--- src/design/rcs_map.svh ---
// Behaviour
// set high-voltage reset flag, bit 29, when regulator output exceeded 2.5 V
// set configuration mismatch flag, bit 9, only on a mismatch reset
// regulator standby enable, bit 8, keeps the regulator on during sleep
// set external pin reset flag, bit 7, on a master-clear pin reset
// set software reset flag, bit 6, when a software reset executed
// set watchdog time-out flag, bit 4, when the watchdog expires
// set sleep flag, bit 3, when the device was asleep before wake or reset
// set idle flag, bit 2, when the device was idle before wake or reset
// set brown-out flag, bit 1, on brown-out; reads one after power-on
// set power-on flag, bit 0, on power-on; reads one after power-on
// undefined positions, bits 28-10 and others, read zero and ignore writes
// flags are set only by hardware; software may read and write them; here a software write of one also sets a flag
// a set flag survives later resets of other kinds until software writes it
`ifndef RCS_MAP_SVH
`define RCS_MAP_SVH

// ----------------------------------------------------------------
// register offsets (byte addresses)
// ----------------------------------------------------------------
`define RCS_ADDR_W          8
`define RCS_OFS_CAUSE       8'h00
`define RCS_OFS_IRQ_STATUS  8'h04
`define RCS_OFS_IRQ_MASK    8'h08

// ----------------------------------------------------------------
// field positions of the cause register
// ----------------------------------------------------------------
`define RCS_BIT_HV_RESET    29
`define RCS_BIT_CFG_MISM    9
`define RCS_BIT_REG_STBY    8
`define RCS_BIT_EXT_PIN     7
`define RCS_BIT_SW_RESET    6
`define RCS_BIT_WDOG_TO     4
`define RCS_BIT_SLEEP       3
`define RCS_BIT_IDLE        2
`define RCS_BIT_BROWNOUT    1
`define RCS_BIT_POWER_ON    0

// ----------------------------------------------------------------
// masks and reset values
// ----------------------------------------------------------------
`define RCS_CAUSE_WMASK     32'h2000_03df
`define RCS_CAUSE_HWMASK    32'h2000_02df
`define RCS_CAUSE_RESET     32'h0000_0003
`define RCS_IRQ_RESET       32'h0000_0000
`define RCS_HV_LIMIT_MV     2500

`endif

--- src/design/rcs_pkg.sv ---
package rcs_pkg;

  typedef struct packed {
    logic [7:0]  addr;
    logic [31:0] wdata;
    logic        wr;
    logic        rd;
  } rcs_bus_req_type;

  typedef struct packed {
    logic hv_detect;
    logic cfg_mismatch;
    logic ext_pin;
    logic sw_reset;
    logic wdog_timeout;
    logic brownout;
    logic wake;
    logic enter_sleep;
    logic enter_idle;
  } rcs_event_type;

  typedef enum logic [1:0] {
    RCS_PM_RUN,
    RCS_PM_IDLE,
    RCS_PM_SLEEP
  } rcs_pm_type;

  typedef struct packed {
    logic [31:0] flags;
  } rcs_bank_state_type;

  typedef struct packed {
    rcs_pm_type  pm;
    logic [31:0] mask;
    logic [31:0] rdata;
    logic        irq;
    logic        reg_on;
  } rcs_top_state_type;

endpackage

--- src/design/rcs_flag_bank.sv ---
`timescale 1ns/1ps
`include "rcs_map.svh"

// sticky flag bank: hardware sets, software loads or clears by writing one
module rcs_flag_bank #(
  parameter logic [31:0] RESET_VAL = 32'h0000_0000,
  parameter logic [31:0] WMASK     = 32'h0000_0000,
  parameter logic [31:0] HWMASK    = 32'h0000_0000,
  parameter bit          W1C       = 1'b0
) (
  input  wire logic        clk_i,
  input  wire logic        rstn_i,
  input  wire logic        wr_i,
  input  wire logic [31:0] wdata_i,
  input  wire logic [31:0] set_i,
  output logic      [31:0] flags_o
);

  rcs_pkg::rcs_bank_state_type state_reg;
  rcs_pkg::rcs_bank_state_type state_next;

  always_comb begin
    state_next = state_reg;
    if (wr_i) begin
      if (W1C) begin
        state_next.flags = state_reg.flags & ~(wdata_i & WMASK);
      end else begin
        state_next.flags = (state_reg.flags & ~WMASK) | (wdata_i & WMASK);
      end
    end
    // set is applied last so an event in the clearing cycle is kept
    state_next.flags = (state_next.flags | (set_i & HWMASK)) & WMASK;
  end

  always_ff @(posedge clk_i or negedge rstn_i) begin
    if (!rstn_i) begin
      state_reg.flags <= RESET_VAL;
    end else begin
      state_reg <= state_next;
    end
  end

  assign flags_o = state_reg.flags;

endmodule

--- src/design/rcs_top.sv ---
// Decided for this implementation: the plain strobed port and the register addresses.
`timescale 1ns/1ps
`include "rcs_map.svh"

module rcs_top (
  input  wire logic                    clk_i,
  input  wire logic                    rstn_i,
  input  wire rcs_pkg::rcs_bus_req_type bus_i,
  input  wire rcs_pkg::rcs_event_type   event_i,
  output logic                   [31:0] rdata_o,
  output logic                          irq_o,
  output logic                          regulator_on_o,
  output logic                   [31:0] reset_cause_status_o
);

  // ----------------------------------------------------------------
  // decode helpers
  // ----------------------------------------------------------------
  function automatic logic addr_hit(input logic [7:0] addr, input logic [7:0] ofs);
    addr_hit = (addr == ofs);
  endfunction

  // any event after which the device is running again
  function automatic logic is_resume(input rcs_pkg::rcs_event_type ev);
    is_resume = ev.wake | ev.hv_detect | ev.cfg_mismatch | ev.ext_pin |
                ev.sw_reset | ev.wdog_timeout | ev.brownout;
  endfunction

  // ----------------------------------------------------------------
  // register strobes
  // ----------------------------------------------------------------
  logic        wr_cause;
  logic        wr_status;
  logic        wr_mask;
  logic [31:0] cause_flags;
  logic [31:0] irq_flags;
  logic [31:0] set_vec;

  assign wr_cause  = bus_i.wr && addr_hit(bus_i.addr, `RCS_OFS_CAUSE);
  assign wr_status = bus_i.wr && addr_hit(bus_i.addr, `RCS_OFS_IRQ_STATUS);
  assign wr_mask   = bus_i.wr && addr_hit(bus_i.addr, `RCS_OFS_IRQ_MASK);

  // ----------------------------------------------------------------
  // power mode tracking
  // ----------------------------------------------------------------
  rcs_pkg::rcs_top_state_type state_reg;
  rcs_pkg::rcs_top_state_type state_next;

  // ----------------------------------------------------------------
  // hardware set vector
  // ----------------------------------------------------------------
  always_comb begin
    set_vec                       = 32'h0000_0000;
    set_vec[`RCS_BIT_HV_RESET]    = event_i.hv_detect;
    set_vec[`RCS_BIT_CFG_MISM]    = event_i.cfg_mismatch;
    set_vec[`RCS_BIT_EXT_PIN]     = event_i.ext_pin;
    set_vec[`RCS_BIT_SW_RESET]    = event_i.sw_reset;
    set_vec[`RCS_BIT_WDOG_TO]     = event_i.wdog_timeout;
    set_vec[`RCS_BIT_BROWNOUT]    = event_i.brownout;
    // the mode recorded is the one held before this event
    set_vec[`RCS_BIT_SLEEP]       = is_resume(event_i) &&
                                    (state_reg.pm == rcs_pkg::RCS_PM_SLEEP);
    set_vec[`RCS_BIT_IDLE]        = is_resume(event_i) &&
                                    (state_reg.pm == rcs_pkg::RCS_PM_IDLE);
  end

  // ----------------------------------------------------------------
  // flag banks
  // ----------------------------------------------------------------
  // only the power-on reset clears these; other resets arrive as events
  rcs_flag_bank #(
    .RESET_VAL (`RCS_CAUSE_RESET),
    .WMASK     (`RCS_CAUSE_WMASK),
    .HWMASK    (`RCS_CAUSE_HWMASK),
    .W1C       (1'b0)
  ) u_cause (
    .clk_i   (clk_i),
    .rstn_i  (rstn_i),
    .wr_i    (wr_cause),
    .wdata_i (bus_i.wdata),
    .set_i   (set_vec),
    .flags_o (cause_flags)
  );

  rcs_flag_bank #(
    .RESET_VAL (`RCS_IRQ_RESET),
    .WMASK     (`RCS_CAUSE_HWMASK),
    .HWMASK    (`RCS_CAUSE_HWMASK),
    .W1C       (1'b1)
  ) u_irq (
    .clk_i   (clk_i),
    .rstn_i  (rstn_i),
    .wr_i    (wr_status),
    .wdata_i (bus_i.wdata),
    .set_i   (set_vec),
    .flags_o (irq_flags)
  );

  // ----------------------------------------------------------------
  // next state
  // ----------------------------------------------------------------
  always_comb begin
    state_next = state_reg;
    case (state_reg.pm)
      rcs_pkg::RCS_PM_RUN: begin
        if (event_i.enter_sleep) begin
          state_next.pm = rcs_pkg::RCS_PM_SLEEP;
        end else if (event_i.enter_idle) begin
          state_next.pm = rcs_pkg::RCS_PM_IDLE;
        end
      end
      rcs_pkg::RCS_PM_IDLE,
      rcs_pkg::RCS_PM_SLEEP: begin
        if (is_resume(event_i)) begin
          state_next.pm = rcs_pkg::RCS_PM_RUN;
        end
      end
      default: begin
        state_next.pm = rcs_pkg::RCS_PM_RUN;
      end
    endcase

    if (wr_mask) begin
      state_next.mask = bus_i.wdata & `RCS_CAUSE_HWMASK;
    end

    // read data is valid only in the cycle after the strobe
    state_next.rdata = 32'h0000_0000;
    if (bus_i.rd) begin
      if (addr_hit(bus_i.addr, `RCS_OFS_CAUSE)) begin
        state_next.rdata = cause_flags;
      end else if (addr_hit(bus_i.addr, `RCS_OFS_IRQ_STATUS)) begin
        state_next.rdata = irq_flags;
      end else if (addr_hit(bus_i.addr, `RCS_OFS_IRQ_MASK)) begin
        state_next.rdata = state_reg.mask;
      end
    end

    state_next.irq = |(irq_flags & state_reg.mask);

    // standby enable off: regulator drops while asleep
    state_next.reg_on = !((state_next.pm == rcs_pkg::RCS_PM_SLEEP) &&
                          !cause_flags[`RCS_BIT_REG_STBY]);
  end

  always_ff @(posedge clk_i or negedge rstn_i) begin
    if (!rstn_i) begin
      state_reg.pm     <= rcs_pkg::RCS_PM_RUN;
      state_reg.mask   <= `RCS_IRQ_RESET;
      state_reg.rdata  <= 32'h0000_0000;
      state_reg.irq    <= 1'b0;
      state_reg.reg_on <= 1'b1;
    end else begin
      state_reg <= state_next;
    end
  end

  // ----------------------------------------------------------------
  // outputs
  // ----------------------------------------------------------------
  assign rdata_o              = state_reg.rdata;
  assign irq_o                = state_reg.irq;
  assign regulator_on_o       = state_reg.reg_on;
  assign reset_cause_status_o = cause_flags;

endmodule

--- config.mk ---
export PLATFORM = sky130hd
export DESIGN_NAME = rcs_top
export DESIGN_NICKNAME = d
export VERILOG_FILES = /design/src/design/rcs_pkg.sv /design/src/design/rcs_flag_bank.sv /design/src/design/rcs_top.sv
export VERILOG_INCLUDE_DIRS = /design/src /design/src/design
export SDC_FILE = /design/constraint.sdc
export NUM_CORES = 1
export LEC_CHECK = 0
export BUFFER_PORTS_ARGS = -buffer_cell sky130_fd_sc_hd__buf_2
export CAP_MARGIN = 0
export CORE_ASPECT_RATIO = 0.6
export CORE_MARGIN = 2
export CORE_UTILIZATION = 51
export CTS_BUF_LIST = sky130_fd_sc_hd__clkbuf_4
export DETAILED_ROUTE_END_ITERATION = 8
export PLACE_DENSITY = 0.95
export SLEW_MARGIN = 20
export SYNTH_ARGS = -nofsm -noshare
export SYNTH_HDL_FRONTEND = slang
export SYNTH_SLANG_ARGS = --single-unit
--- constraint.sdc ---
create_clock -name clk_i -period 3.5 [get_ports clk_i]
set_input_delay 0.35 -clock clk_i [delete_from_list [all_inputs] [get_ports clk_i]]
set_output_delay 0.35 -clock clk_i [all_outputs]
set_load 0.01 [all_outputs]
# After elaboration in Yosys (flattened, before gate mapping)
# Cells that the tools add are included.
# Widths: inputs -> output; s select.
[word_totals]
output_inout_bits = 66
elab_cells = 45
register_bits = 64
inputBits = 53
[classes]
reduce_logical = 12
n_mux = 10
bitwise = 11
eq_ne = 5
[op_table]
columns = ["op", "count"]
rows = [
  ["$mux 30", 6],
  ["$and 30x30->30", 2],
  ["$or 30x30->30", 2],
  ["$reduce_or 32->1", 1],
  ["$not 30->30", 1],
  ["$eq 8x3->1 const B", 1],
  ["$eq 8x4->1 const B", 1],
  ["$logic_not 8->1", 1],
  ["$logic_and 1x1->1", 6],
  ["$mux 2", 3],
  ["$or 1x1->1", 6],
  ["$eq 2x2->1 const B", 2],
  ["$pmux 2 s2", 1],
  ["$eq 2x1->1 const B", 1],
  ["$logic_not 1->1", 2],
  ["$logic_not 2->1", 1],
  ["$reduce_or 2->1", 1],
]

# Longest topological paths before layout
[depth]
ltp_word = 11
depth_mapped = 5
depth_no_buf = 5

# By module
# Synthesis repeated with hierarchy kept, for this count alone.
[hier_totals]
cells_unflattened = 320
area_unflattened_um2 = 3462.1
[by_module_without_submodules]
columns = ["mod", "seq_area_each_um2", "cells_per_inst", "instances", "area_each_um2"]
rows = [
  ["rcs_top", 1127.3, 214, 1, 2349.8],
  ["rcs_flag_bank (u_cause)", 252.7, 54, 1, 598.1],
  ["rcs_flag_bank (u_irq)", 225.2, 52, 1, 514.2],
]

# Worst setup path after synthesis
# Ideal clock, no wire load.
[synth_path]
path_kind = "input-to-reg"
start = "input bus_i[35] (netlist bit)"
end = "register u_cause.state_reg (netlist bit u_cause.flags_o[8])"
stages = 3
t_arrival_ns = 1.720
path_slack_ns = 1.656
required_ns = 3.375
path_buffers = 0
setup_time_ns = 0.125
cell_sequence = "or4_4 > nor4_4 > mux2_2"
[synth_via]
elab_chain_cells = 4
[synth_rtl]
columns = ["element", "line_no", "text"]
rows = [
  ["start, declared", "rcs_top.sv:8", "input wire rcs_pkg::rcs_bus_req_type bus_i,"],
  ["$logic_not 8->1", "rcs_top.sv:20", "addr_hit = (addr == ofs);"],
  ["$logic_and 1x1->1", "rcs_top.sv:39", "assign wr_cause = bus_i.wr && addr_hit(bus_i.addr, `RCS_OFS_CAUSE);"],
  ["$mux 30", "rcs_flag_bank.sv:24", "if (wr_i) begin"],
  ["$or 30x30->30", "rcs_flag_bank.sv:32", "state_next.flags = (state_next.flags | (set_i & HWMASK)) & WMASK;"],
  ["end signal, assigned", "rcs_flag_bank.sv:39", "state_reg <= state_next;"],
  ["end, declared", "rcs_flag_bank.sv:19", "rcs_pkg::rcs_bank_state_type state_reg;"],
]
# Every way passes these cells.
# A chain may end at the register's enable or synchronous reset.

==> metrics.txt <==
nets=325; status=complete, no violations; Synthesis Warnings=0; Seq/Total Area, Yosys=between 40 and 50%; CTS Buf Count=5; Tcrit/Tclk final=between 50 and 60%; met2 WL=2.00 mm; TritonCTS clock tree=done; first-pass GRT wire length=roughly 7.2 mm; clk slew on worst S/H paths=between 100 and 150 ps; I/O pin total=between 100 and 150; top cell types by occurrence after synthesis=buf_4, dfrtp_1, nor3_1; Max IR drop VDD=around 160 uV; Final min period=around 1900 ps; Async SR Flop Fraction=between 90% and 100%; DIE AREA=roughly 5200 sq um; layout cells sized above 1=a little under a third; GRT Total Usage=between 15 and 20%; synth unique cells=37; max-slew violations=0; drt total wl=4.59 mm; CP arrival=between 2000 and 2500 ps; largest net degree at the start of global routing=43; Max-cap violations=0; max reg flops=11; worst-path fanout max=9; row count=19; WL met1=between 2 and 2.5 mm; Clock Sinks=42; setup TNS=0 ps; Iter 0 DRT Violations=95; Post-synth EDFFs=0; highest metal used=met4; critical path class=primary input to flip-flop; post-synth top area share=about two fifths; WHS=93.0 ps; Max Fclk=534 MHz; mapped cell area=between 2000 and 2500 sq um; worst min path class=primary input to async pin; final setup vio count=0; total grt overflow=0; # Post-CTS Setup Buffers=0; #FFs+latches synth=42; root buffer selected by CTS=clkbuf_4; share of the core filled with cells=approximately 56%; clk buf depth=2; pwr dens=388 nW/um^2; I/O Buffers=52; largest cells by area after synthesis=dfrtp_1, buf_4, mux2_2; DRT Pass-1 Iters=4; Avg Cell Area, Syn=approximately 11 sq um; Final HPWL DP=3.50 mm; Wirelength per Cell=between 10 and 15 microns; actual transition at the worst max-transition pin=around 870 ps; H-tree levels=2; RSZ-0062 raised after global routing=no; Met3 Wirelength=386 microns; clock latency at the later pin of the worst-skew pair=360 ps; Worst Setup End Kind=flip-flop; clk_skew=about 13 ps; ant diodes=0; Final Hold Fails=0; core area=4520 sq um; die width=between 90 and 100 microns; # fillers=403; top-count cell post-synth=buf_4; CP Data Required Time=3700 ps; CTS Hold Buffers Added=0; Leak=~1.2 nW; Gate Count Post-Synth=approximately 230; die span in y=56.7 microns; Non-Filler Instances=332; predominant post-synthesis flop cell=dfrtp_1; crit start category=primary input; placed insts=324; CTS resizes=0; ANT nets after route=0; DR vias=~1,600; drt drc=0; vias in the first global route=roughly 1,500; DR vias/cell=a little under 5; Starting Density=between 50% and 60%; Max-slew headroom=41.8%; GPL Wtd Cong=approximately 0.83; most area-hungry cell type in the Yosys netlist=dfrtp_1; Area Overhead vs Synth=6.56%; number of antenna violations at the first check in global routing=0
==> per-stage QoR <==
stage               setup slack (ps)  power [mW]  instance area, sq um
global route                    1550        1.02                  2520
floorplan                       1660       0.649                  2520
global placement                1270       0.664                  2440
finish                          1630       0.978                  2520
detailed placement              1270       0.671                  2440
CTS                             1660       0.981                  2520
==> routing by layer <==
layer	vias to the layer above	global-route usage (%)
met5	-	0
met4	0	6.18
met3	8	4.97
met2	75	25.7
met1	779	27.2
li1	771	-
==> power breakdown <==
part	internal, mW	switching [mW]
sequential	0.508	0.0156
clock	0.150	0.166
combinational	0.0503	0.0880
==> placed cells by master (no fill, tap or decap), drive strengths merged, types with 6 or more instances in the layout <==
cell type  netlist  layout
nand2           12      12
nor2b           11      11
a21oi            7       7
nor3            19      19
conb             1      44
buf             55      53
mux2            11      11
nor2             8       8
a2111oi          9       9
dfrtp           39      39
nand2b          10      10
a21o             6       6
==> path summary, 6_finish.rpt <==
kind                                    end             start  cells after the start  slack, ps
setup / recovery                 rdata_o[4]         bus_i[35]                      5       1630
hold / removal             u_irq.flags_o[7]            rstn_i                      1         90
setup reg to reg             regulator_on_o     state_reg[66]                      5       2140
hold reg to reg            u_irq.flags_o[7]  u_irq.flags_o[7]                      1        530
max in group asynchronous     state_reg[63]            rstn_i                      1       2860
min in group clk_i         u_irq.flags_o[0]          bus_i[2]                      2        200
==> cell type report <==
| class | count | area (sq um) | share of cell area [%] |
|---|---|---|---|
| Sequential cell | 42 | 1050 | 41.9 |
| Timing Repair Buffer | 53 | 268 | 10.6 |
| Tap cell | 63 | 78.8 | 3.13 |
| Inverter | 5 | 18.8 | 0.745 |
| Multi-Input combinational cell | 161 | 1020 | 40.3 |
| Clock inverter | 3 | 45.0 | 1.79 |
| Clock buffer | 5 | 37.5 | 1.49 |
==> cells by family after synthesis <==
| family | count (synthesis) | synth area share, % |
|---|---|---|
| simple gates | 69 | 17.0 |
| buf+inv | 65 | 19.2 |
| fa+ha+maj | 4 | 2.12 |
| mux | 11 | 5.24 |
| other cells | 1 | 0.159 |
| flops | 42 | 44.6 |
| compound gates | 33 | 11.6 |
==> critical path, cell delays in order <==
cell and delay, ps:
buf_2 90, or4_4 580, nor3_4 160, nand2_1 230, a2111oi_0 650
Note: power is estimated with default switching activity, not from simulation.
